===== src/verilog/twp_pkg.sv =====
// package for the two-wire port: register map, fields, states, carriers
package twp_pkg;
  // register byte offsets on the apb bus
  localparam logic [7:0] OFS_CTRL = 8'h00;
  localparam logic [7:0] OFS_STAT = 8'h04;
  localparam logic [7:0] OFS_MASK = 8'h08;
  localparam logic [7:0] OFS_ADDR = 8'h0C;
  localparam logic [7:0] OFS_CMD = 8'h10;
  localparam logic [7:0] OFS_TXD = 8'h14;
  localparam logic [7:0] OFS_RXD = 8'h18;
  // control fields
  localparam int CTRL_EN_BIT = 0;
  localparam int CTRL_TOUT_BIT = 1;
  localparam logic [1:0] CTRL_RST = 2'h0;
  // status fields: four sticky flags, then read-only state
  localparam int SB_DF = 0;
  localparam int SB_ASF = 1;
  localparam int SB_COLL = 2;
  localparam int SB_TOUT = 3;
  localparam int SB_BUSY = 4;
  localparam int SB_HOLD = 5;
  localparam int NFLAG = 4;
  localparam logic [3:0] MASK_RST = 4'h0;
  localparam logic [6:0] ADDR_RST = 7'h00;
  // slave response command code
  localparam logic [1:0] CMD_RESP = 2'h3;
  // bus timeout: cycles without an scl edge while busy
  localparam int TCNT_W = 16;
  localparam int TOUT_CYC = 1000;
  // input synchroniser width: scl and sda
  localparam int NSYNC = 2;

  typedef enum logic [4:0]
  {
    ST_IDLE = 5'h01,
    ST_ADDR = 5'h02,
    ST_AACK = 5'h04,
    ST_DATA = 5'h08,
    ST_DACK = 5'h10
  } twp_st_t;

  typedef struct packed
  {
    logic [NSYNC-1:0] meta;
    logic [NSYNC-1:0] sync;
  } twp_sync_t;

  typedef struct packed
  {
    twp_st_t st;
    logic busy;
    logic [2:0] bitcnt;
    logic bdone;
    logic nack;
    logic [7:0] shreg;
    logic rw;
    logic sda_oe;
    logic hold;
    logic df;
    logic asf;
    logic coll;
    logic tof;
    logic df_pend;
    logic [1:0] ctrl;
    logic [3:0] mask;
    logic [6:0] addr;
    logic [7:0] txd;
    logic [7:0] rxd;
    logic [TCNT_W-1:0] tcnt;
    logic scl_d;
    logic sda_d;
    logic pready;
    logic pslverr;
    logic [31:0] prdata;
    logic irq;
  } twp_state_t;
endpackage : twp_pkg


===== src/verilog/twp_top.sv =====
// two-wire port slave: flags, clock hold, timeout, apb registers
//
// Contract
// - a plain start clears the transmit collision flag automatically
// - a repeated start leaves the collision flag unchanged on this revision
// - sw clear coinciding with address set leaves clock hold set, scl held
// - timeout in the same cycle as start drops the new transaction
// - response command 0b11 clears the data flag one cycle later
`timescale 1ns/1ns
module twp_top
  import twp_pkg::*;
#(
  parameter int TOUT = TOUT_CYC
)
(
  input wire logic clk_in,
  input wire logic resetn_in,
  input wire logic psel_in,
  input wire logic penable_in,
  input wire logic pwrite_in,
  input wire logic [7:0] paddr_in,
  input wire logic [31:0] pwdata_in,
  output logic [31:0] prdata_out,
  output logic pready_out,
  output logic pslverr_out,
  input wire logic scl_in,
  output logic scl_out,
  output logic scl_oe_out,
  input wire logic sda_in,
  output logic sda_out,
  output logic sda_oe_out,
  output logic irq_out
);
  twp_state_t s;
  twp_state_t n;
  logic [NSYNC-1:0] pins;
  logic scl;
  logic sda;
  logic scl_rise;
  logic scl_fall;
  logic start_ev;
  logic stop_ev;
  logic tout_ev;
  logic wr_en;
  logic [NFLAG-1:0] sw_clr;
  logic cmd_resp;
  logic release_hold;
  logic addr_set;
  logic data_set;
  logic stop_set;
  logic coll_set;

  // mapped register check, used for the error response only
  function automatic logic reg_hit(input logic [7:0] a);
    reg_hit = (a == OFS_CTRL) || (a == OFS_STAT) || (a == OFS_MASK) ||
      (a == OFS_ADDR) || (a == OFS_CMD) || (a == OFS_TXD) || (a == OFS_RXD);
  endfunction : reg_hit

  twp_sync u_sync
  (
    .clk_in(clk_in),
    .resetn_in(resetn_in),
    .async_in({sda_in, scl_in}),
    .sync_out(pins)
  );

  // bus condition decode on synchronised lines
  assign scl = pins[0];
  assign sda = pins[1];
  assign scl_rise = scl & ~s.scl_d;
  assign scl_fall = ~scl & s.scl_d;
  assign start_ev = s.ctrl[CTRL_EN_BIT] & s.scl_d & scl & s.sda_d & ~sda;
  assign stop_ev = s.ctrl[CTRL_EN_BIT] & s.scl_d & scl & ~s.sda_d & sda;
  assign tout_ev = s.ctrl[CTRL_TOUT_BIT] & s.busy &
    (s.tcnt == TCNT_W'(TOUT - 1));

  // apb write strobes, taken at the completing edge
  assign wr_en = psel_in & penable_in & s.pready & pwrite_in;
  assign sw_clr = (wr_en && paddr_in == OFS_STAT) ? pwdata_in[NFLAG-1:0] : 4'h0;
  assign cmd_resp = wr_en && paddr_in == OFS_CMD && pwdata_in[1:0] == CMD_RESP;
  assign release_hold = sw_clr[SB_ASF] | sw_clr[SB_DF] | cmd_resp;

  // next-state logic
  always_comb
  begin
    n = s;
    addr_set = 1'b0;
    data_set = 1'b0;
    stop_set = 1'b0;
    coll_set = 1'b0;
    n.scl_d = scl;
    n.sda_d = sda;
    // apb slave: one wait state, data and error registered
    n.pready = psel_in & penable_in & ~s.pready;
    n.pslverr = psel_in & penable_in & ~s.pready & ~reg_hit(paddr_in);
    if (psel_in && penable_in && !s.pready && !pwrite_in)
    begin
      case (paddr_in)
        OFS_CTRL: n.prdata = {30'h0000_0000, s.ctrl};
        OFS_STAT: n.prdata = {26'h000_0000, s.hold, s.busy, s.tof, s.coll, s.asf, s.df};
        OFS_MASK: n.prdata = {28'h000_0000, s.mask};
        OFS_ADDR: n.prdata = {25'h000_0000, s.addr};
        OFS_TXD: n.prdata = {24'h00_0000, s.txd};
        OFS_RXD: n.prdata = {24'h00_0000, s.rxd};
        default: n.prdata = 32'h0000_0000;
      endcase
    end
    if (wr_en && paddr_in == OFS_CTRL)
    begin
      n.ctrl = pwdata_in[1:0];
    end
    if (wr_en && paddr_in == OFS_MASK)
    begin
      n.mask = pwdata_in[NFLAG-1:0];
    end
    if (wr_en && paddr_in == OFS_ADDR)
    begin
      n.addr = pwdata_in[6:0];
    end
    if (wr_en && paddr_in == OFS_TXD)
    begin
      n.txd = pwdata_in[7:0];
    end
    // timeout counter runs while busy and scl stands still, so a start can meet it
    if (s.busy && !scl_rise && !scl_fall && s.ctrl[CTRL_TOUT_BIT] && !tout_ev)
    begin
      n.tcnt = s.tcnt + 1'b1;
    end
    else
    begin
      n.tcnt = '0;
    end
    // protocol engine
    if (tout_ev)
    begin
      // a start in this same cycle is lost with the old transfer
      n.st = ST_IDLE;
      n.busy = 1'b0;
      n.sda_oe = 1'b0;
    end
    else if (start_ev)
    begin
      n.st = ST_ADDR;
      n.busy = 1'b1;
      n.bitcnt = 3'h0;
      n.bdone = 1'b0;
      n.sda_oe = 1'b0;
    end
    else if (stop_ev)
    begin
      stop_set = (s.st != ST_IDLE);
      n.st = ST_IDLE;
      n.busy = 1'b0;
      n.sda_oe = 1'b0;
    end
    else
    begin
      case (s.st)
        ST_IDLE:
        begin
          n.st = ST_IDLE;
        end
        ST_ADDR, ST_DATA:
        begin
          if (scl_rise && s.st == ST_DATA && s.rw && !s.sda_oe && !sda)
          begin
            // released a one but saw a zero: lost the bus
            coll_set = 1'b1;
            n.st = ST_IDLE;
          end
          else if (scl_rise)
          begin
            n.shreg = s.rw && s.st == ST_DATA ? s.shreg : {s.shreg[6:0], sda};
            n.bitcnt = s.bitcnt + 1'b1;
            n.bdone = (s.bitcnt == 3'h7);
          end
          else if (scl_fall && s.bdone)
          begin
            n.bdone = 1'b0;
            if (s.st == ST_ADDR)
            begin
              n.st = (s.shreg[7:1] == s.addr) ? ST_AACK : ST_IDLE;
              n.sda_oe = (s.shreg[7:1] == s.addr);
              n.rw = s.shreg[0];
            end
            else
            begin
              n.st = ST_DACK;
              n.sda_oe = ~s.rw;
              n.rxd = s.rw ? s.rxd : s.shreg;
            end
          end
          else if (scl_fall && s.st == ST_DATA && s.rw)
          begin
            n.shreg = {s.shreg[6:0], 1'b0};
            n.sda_oe = ~s.shreg[6];
          end
        end
        ST_AACK:
        begin
          if (scl_fall)
          begin
            n.sda_oe = 1'b0;
            n.st = ST_DATA;
            n.bitcnt = 3'h0;
            addr_set = 1'b1;
          end
        end
        ST_DACK:
        begin
          if (scl_rise)
          begin
            n.nack = sda;
          end
          if (scl_fall)
          begin
            n.sda_oe = 1'b0;
            n.bitcnt = 3'h0;
            n.st = (s.rw && s.nack) ? ST_IDLE : ST_DATA;
            data_set = ~(s.rw && s.nack);
          end
        end
        default:
        begin
          n.st = ST_IDLE;
        end
      endcase
    end
    // hold: a set in the same cycle as a clear wins, so scl stays low
    n.hold = (s.hold & ~release_hold & ~tout_ev) | addr_set | data_set;
    // transmit byte loaded when software lets scl go
    if (s.hold && !n.hold && s.rw && s.st == ST_DATA)
    begin
      n.shreg = s.txd;
      n.sda_oe = ~s.txd[7];
    end
    // sticky flags, set wins over clear
    n.asf = (s.asf & ~sw_clr[SB_ASF]) | addr_set | stop_set;
    n.df = (s.df & ~sw_clr[SB_DF] & ~s.df_pend) | data_set;
    n.df_pend = cmd_resp;
    n.coll = (s.coll & ~sw_clr[SB_COLL] & ~(start_ev & ~s.busy & ~tout_ev)) | coll_set;
    n.tof = (s.tof & ~sw_clr[SB_TOUT]) | tout_ev;
    n.irq = |({n.tof, n.coll, n.asf, n.df} & s.mask);
  end

  // state register
  always_ff @(posedge clk_in)
  begin
    if (!resetn_in)
    begin
      s <= '0;
      s.st <= ST_IDLE;
      s.ctrl <= CTRL_RST;
      s.mask <= MASK_RST;
      s.addr <= ADDR_RST;
      s.scl_d <= 1'b1;
      s.sda_d <= 1'b1;
    end
    else
    begin
      s <= n;
    end
  end

  // outputs straight from flops; open-drain pins drive only low
  assign prdata_out = s.prdata;
  assign pready_out = s.pready;
  assign pslverr_out = s.pslverr;
  assign scl_out = 1'b0;
  assign sda_out = 1'b0;
  assign scl_oe_out = s.hold;
  assign sda_oe_out = s.sda_oe;
  assign irq_out = s.irq;
endmodule : twp_top


===== src/verilog/twp_sync.sv =====
// two-flop synchroniser for the scl and sda pins
`timescale 1ns/1ns
module twp_sync
  import twp_pkg::*;
(
  input wire logic clk_in,
  input wire logic resetn_in,
  input wire logic [NSYNC-1:0] async_in,
  output logic [NSYNC-1:0] sync_out
);
  twp_sync_t s;
  twp_sync_t n;

  // first stage feeds only the second
  always_comb
  begin
    n.meta = async_in;
    n.sync = s.meta;
  end

  // register, lines idle high after reset
  always_ff @(posedge clk_in)
  begin
    if (!resetn_in)
    begin
      s.meta <= {NSYNC{1'b1}};
      s.sync <= {NSYNC{1'b1}};
    end
    else
    begin
      s <= n;
    end
  end

  assign sync_out = s.sync;
endmodule : twp_sync


===== config.mk =====
export PLATFORM = sky130hd
export DESIGN_NAME = twp_top
export DESIGN_NICKNAME = d
export VERILOG_FILES = /design/src/verilog/twp_pkg.sv /design/src/verilog/twp_top.sv /design/src/verilog/twp_sync.sv
export SDC_FILE = /design/constraint.sdc
export NUM_CORES = 1
export LEC_CHECK = 0
export ABC_AREA = 1
export BUFFER_PORTS_ARGS = -buffer_cell sky130_fd_sc_hd__buf_2
export CAP_MARGIN = 10
export CORE_MARGIN = 1.5
export CORE_UTILIZATION = 25
export CTS_CLUSTER_SIZE = 12
export DETAILED_ROUTE_END_ITERATION = 8
export PLACE_DENSITY = 0.49
export SLEW_MARGIN = 20
export SYNTH_ARGS = -nofsm -noshare
export SYNTH_HDL_FRONTEND = slang
export SYNTH_SLANG_ARGS = --single-unit

===== constraint.sdc =====
create_clock -name clk_in -period 4.1 [get_ports clk_in]
set_input_delay 1.025 -clock clk_in [delete_from_list [all_inputs] [get_ports clk_in]]
set_output_delay 1.025 -clock clk_in [all_outputs]
set_load 0.005 [all_outputs]

-- After elaboration in Yosys (flattened, before gate mapping)
Cells that the tools add are included.
- flip-flop bits (word level): 113
- latch bits: 0
- memories kept: 0
- input bits: 47
- word-level logic and storage cells: 264
- bits in read-only memories: 0
- RAM bits: 0
- output and inout bits: 39
- reduce and logical (&&, ||, !) cells: 63
- add/sub/neg operators: 2
- muxes and demuxes: 68
- magnitude comparators: 0
- equal/unequal tests: 42
- div/mod/pow operators: 0
- multiply operators: 0
- bitwise operators: 60
- shifts and indexed selects: 0
- operators by type and width (kind ; count):
    two-way mux 10 bit ; 5
    case mux 8 bit (6 select lines) ; 1
    two-way mux 8 bit ; 5
    two-way mux 1 bit ; 34
    two-way mux 5 bit ; 6
    inequality test 5 bit (second input constant) ; 6
    two-way mux 9 bit ; 3
    logical AND 1 bit ; 26
    AND 1 bit ; 25
    inverter 1 bit ; 25
    == test 8 x 5 -> 1 bit (second input constant) ; 3
    adder 16 x 1 -> 16 bit (second input constant) ; 1
    == test 16 x 10 -> 1 bit (second input constant) ; 1
    == test 8 x 4 -> 1 bit (second input constant) ; 2
    two-way mux 4 bit ; 4
    inequality test 4 bit (second input constant) ; 4
    AND reduction 8 bit ; 2
    case mux 5 bit (3 select lines) ; 1
    AND reduction 5 bit ; 3
    two-way mux 14 bit ; 1
    inequality test 6 bit (second input constant) ; 2
    two-way mux 3 bit ; 3
    inequality test 3 bit (second input constant) ; 3
    bitwise OR 1 bit ; 9
    34 further kinds ; 60

-- Longest topological paths before layout
- word-level depth: 18
- mapped depth: 15
- depth with buffers taken out: 15

-- Hierarchy
A second synthesis with hierarchy kept.
- cells, all modules: 707
- area, all modules: 4792.1 µm²
- modules (own cells, without submodules) (module ; times used ; cells each ; seq. area each (µm²) ; area each (µm²)):
    twp_top ; 1 ; 695 ; 1701.6 ; 4682.0
    twp_sync ; 1 ; 12 ; 80.1 ; 110.1

-- Worst setup path before layout
OpenSTA, ideal clock, no wires.
- kind: input-to-reg
- from: input port paddr_in[7]
- to: register s[91] (netlist name)
- library setup time: 114 ps
- slack: 1775 ps
- required time: 3986 ps
- buffers on the path: 1
- arrival time: 2211 ps
- stages: 11
- path through: nor2_1 > nand3_1 > nor2_4 > o211ai_2 > nand2_2 > nand3_2 > nand2_2 > nand2_4 > buf_6 > a21oi_1 > nor2_1
- cells in the longest elaborated chain, start to end: 16
- elaborated cells on any way between the ends: 27
- those cells by class: eq/ne (8); mux (2); bitwise (7); reduce/logical (10)
- RTL lines (element ; RTL line ; source):
    start, declared ; twp_top.sv:21 ; input wire logic [7:0] paddr_in,
    == test 8 x 3 -> 1 bit ; twp_top.sv:79 ; assign sw_clr = (wr_en && paddr_in == OFS_STAT) ? pwdata_in[NFLAG-1:0] : 4'h0;
    logical AND 1 bit ; twp_top.sv:79 ;
    two-way mux 4 bit ; twp_top.sv:79 ;
    bitwise OR 1 bit ; twp_top.sv:81 ; assign release_hold = sw_clr[SB_ASF] | sw_clr[SB_DF] | cmd_resp;
    bitwise OR 1 bit (*) ; twp_top.sv:81 ;
    inverter 1 bit (*) ; twp_top.sv:230 ; n.hold = (s.hold & ~release_hold & ~tout_ev) | addr_set | data_set;
    AND 1 bit (*) (2 in series) ; twp_top.sv:230 ;
    bitwise OR 1 bit (*) (2 in series) ; twp_top.sv:230 ;
    zero test 1 bit (*) ; twp_top.sv:232 ; if (s.hold && !n.hold && s.rw && s.st == ST_DATA)
    logical AND 1 bit (*) (3 in series) ; twp_top.sv:232 ;
    inequality test 3 x 2 -> 1 bit (no source line) (tied with other cells) ; -- ;
    AND reduction 8 bit (no source line) ; -- ;
    end signal, assigned ; twp_top.sv:261 ; s <= n;
    end, declared ; twp_top.sv:34 ; twp_state_t s;
Every way passes the cells marked *; elsewhere a longest branch is shown, timed or not.
A chain may end at the register's enable or synchronous reset.

-- Worst setup path after layout
- from: input port paddr_in[7]
- to: register s[96] (netlist name)
The elaborated chain is that of the path after synthesis.

==> summary.txt <==
Post_cts resized: 0
Initial antenna violation count: 0
Critical path endpoint category: flip-flop
FMAX: 399 MHz
Initial Util: 0.257
Pre-antenna DRT Iters: 7
Unrepaired setup endpoints after global routing: false
Synth Cell Area: 4660 um^2
H-tree depth: 3
Synth Instances: 654
Req. time, crit path: 4.35 ns
Post-synth cell types: 46
Commonest cells in the netlist: 104 x nand2_1, 89 x dfxtp_1, 78 x inv_1
Total GRT Usage: 0.131
Final worst path period share: 0.612
Critical Path Max Stage Delay: 0.31 ns
Synth warnings: 0
Post-CTS Setup Bufs: 0
Num CTS Buffers: 9
Share of the synthesized area in the top cell type: 0.382
Post-synth ARST share: 0
Max Fanout on Critical Path: 15
Fraction of layout cells with a size suffix above 1: 0.147
Max Buffers Root-to-Sink: 2
Buf/Inv on CP: 1
Vias: 4186
Clk_skew: 0.0117 ns
Crit path max-delay family: simple AND/OR/NAND/NOR gates
CP Launch Type: primary input
Grt ovf: 0
Die height: 140 um
Worst-Margin Slew: 0.525 ns
ANT nets after route: 0
I/O pin total: 86
Critical path depth in cells: 11
Critical path data arrival time: 2.75 ns
GPL Wtd Cong: 0.874
Vias per Instance: 4.56
Drt total wl: 12200 um
Post-cts hold buffer count: 0
Reg area: 1780 um^2
Synth area leader: dfxtp_1
Largest net degree at the start of global routing: 21
Vias in the first global route: 3842
Final net count: 734
PD cells: 337 nW/um^2
Min-Delay Path Depth: 1
CP max stage cell: nor2_4
# diodes: 0
#FFs+latches synth: 89
EDFF count, synth: 0
Slew margin rel.: 0.649
Status: finished with violations
CTS tree: done
Worst IR Drop VDD: 0.000182 V
Root Buffer Master: clkbuf_16
Die area: 19500 um^2
Sink Count: 89
Post-layout util: 0.288
Worst reg2reg path depth: 11
Violated checks: design-rule violations
Area of the multi-input gates: 2330 um^2
# DRC: 12
Die X: 140 um
Setup TNS: 0 ns
Area growth syn-to-layout: 12.3%
Final Worst Setup Slack: 1.59 ns
Final hold vios: 0
Filler instances: 2016
Syn Area/Cell: 7.12 um^2
Count leader, synth: nand2_1
Final critical-path required period: 2.51 ns
Port Buffers: 35
Synth area leaders: dfxtp_1 38%, nand2_1 8.4%, a21oi_1 6.7%
DR iter-0 viols: 246
Slew Viols, Final: 0
Final setup viols: 0
CP cell instances: buf_2 -> nor2_1 -> nand3_1 -> nor2_4 -> o211ai_2 -> nand2_2 -> nand3_2 -> nand2_2 -> nand2_4 -> a21oi_1 -> nor2_1
Sequential share of the synthesized area: 0.382
Global-route wire length before repair: 20000 um
Leakage: 2.16 nW
Critical path class: primary input to flip-flop
Clk_lat worst skew: 0.36 ns
Num rows: 49
Core region area: 18100 um^2
Top_reg_cell synth: dfxtp_1
Hpwl dp: 9160 um
Pre-CTS setup slack: 1.21 ns
Max_cap viols: 0
Worst hold path type: flip-flop to flip-flop
Design Area, Final: 5230 um^2
WL/cell: 13.3 um
Worst-path clk slew: 0.07 ns
Placed inst area: 4940 um^2
-- stage by stage --
| stage | hold slack (ns) | instances | total power, mW |
|---|---|---|---|
| 2_1_floorplan | 0.393 | 679 | 0.941 |
| 3_3_place_gp | 0.397 | 902 | 0.950 |
| 3_5_place_dp | 0.401 | 902 | 0.950 |
| 4_1_cts | 0.415 | 918 | 1.78 |
| 5_1_grt | 0.423 | 918 | 1.84 |
| 6_report | 0.413 | 918 | 1.76 |
-- path summary, 6_finish.rpt --
check	end	start	slack, ns
setup / recovery	s[96]$_SDFFE_PN0P_	paddr_in[7]	1.59
hold / removal	u_sync.sync_out[1]$_SDFF_PN1_	u_sync.n[1]$_SDFF_PN1_	0.41
setup reg to reg	s[96]$_SDFFE_PN0P_	s[80]$_SDFFE_PN0P_	1.93
hold reg to reg	u_sync.sync_out[1]$_SDFF_PN1_	u_sync.n[1]$_SDFF_PN1_	0.41
-- cells by family after synthesis --
| family | count (synthesis) | share of synthesized area |
|---|---|---|
| compound gates | 142 | 0.170 |
| xor+xnor | 11 | 0.0207 |
| fa+ha+maj | 3 | 0.00806 |
| buf+inv | 131 | 0.137 |
| flops | 89 | 0.382 |
| other cells | 1 | 0.000805 |
| simple gates | 277 | 0.282 |
-- layout by cell type (no fill, tap or decap), types with 9 or more instances in the layout --
cell,count
xor2_1,10
nand3_1,36
nor3_1,14
nor2_1,67
buf_2,35
conb_1,26
a21oi_1,62
clkbuf_16,9
inv_1,78
nand2_1,104
dfxtp_1,89
o21ai_0,52
nand4_1,15
-- state kept, by name, indices dropped and copies added (netlist names) --
name / cells
pslverr_out: 1
u_sync.sync_out: 2
pready_out: 1
s: 72
prdata_out: 8
sda_oe_out: 1
irq_out: 1
scl_oe_out: 1
u_sync.n: 2
-- layer usage --
metal / up-vias / GRT usage / wire length (um)
li1: 2165 / - / -
met1: 1901 / 0.183 / 6300
met2: 99 / 0.192 / 5060
met3: 21 / 0.0310 / 556
met4: 0 / 0.0566 / 319
met5: - / 0 / 0
-- final cells by class --
type / count / share of cell area
repair buffers: 39 / 0.0392
flip-flops and latches: 89 / 0.341
well taps: 229 / 0.0548
inverters: 86 / 0.0627
clock buffers: 9 / 0.0431
multi-input cells: 459 / 0.446
clock inverters: 7 / 0.0134
-- power by group --
| group | switching [mW] | leakage [nW] | internal [mW] |
|---|---|---|---|
| combinational | 0.0414 | 1.30 | 0.0190 |
| clock | 0.403 | 0.142 | 0.428 |
| sequential | 0.00178 | 0.718 | 0.868 |
Note: power is estimated with default switching activity, not from simulation.
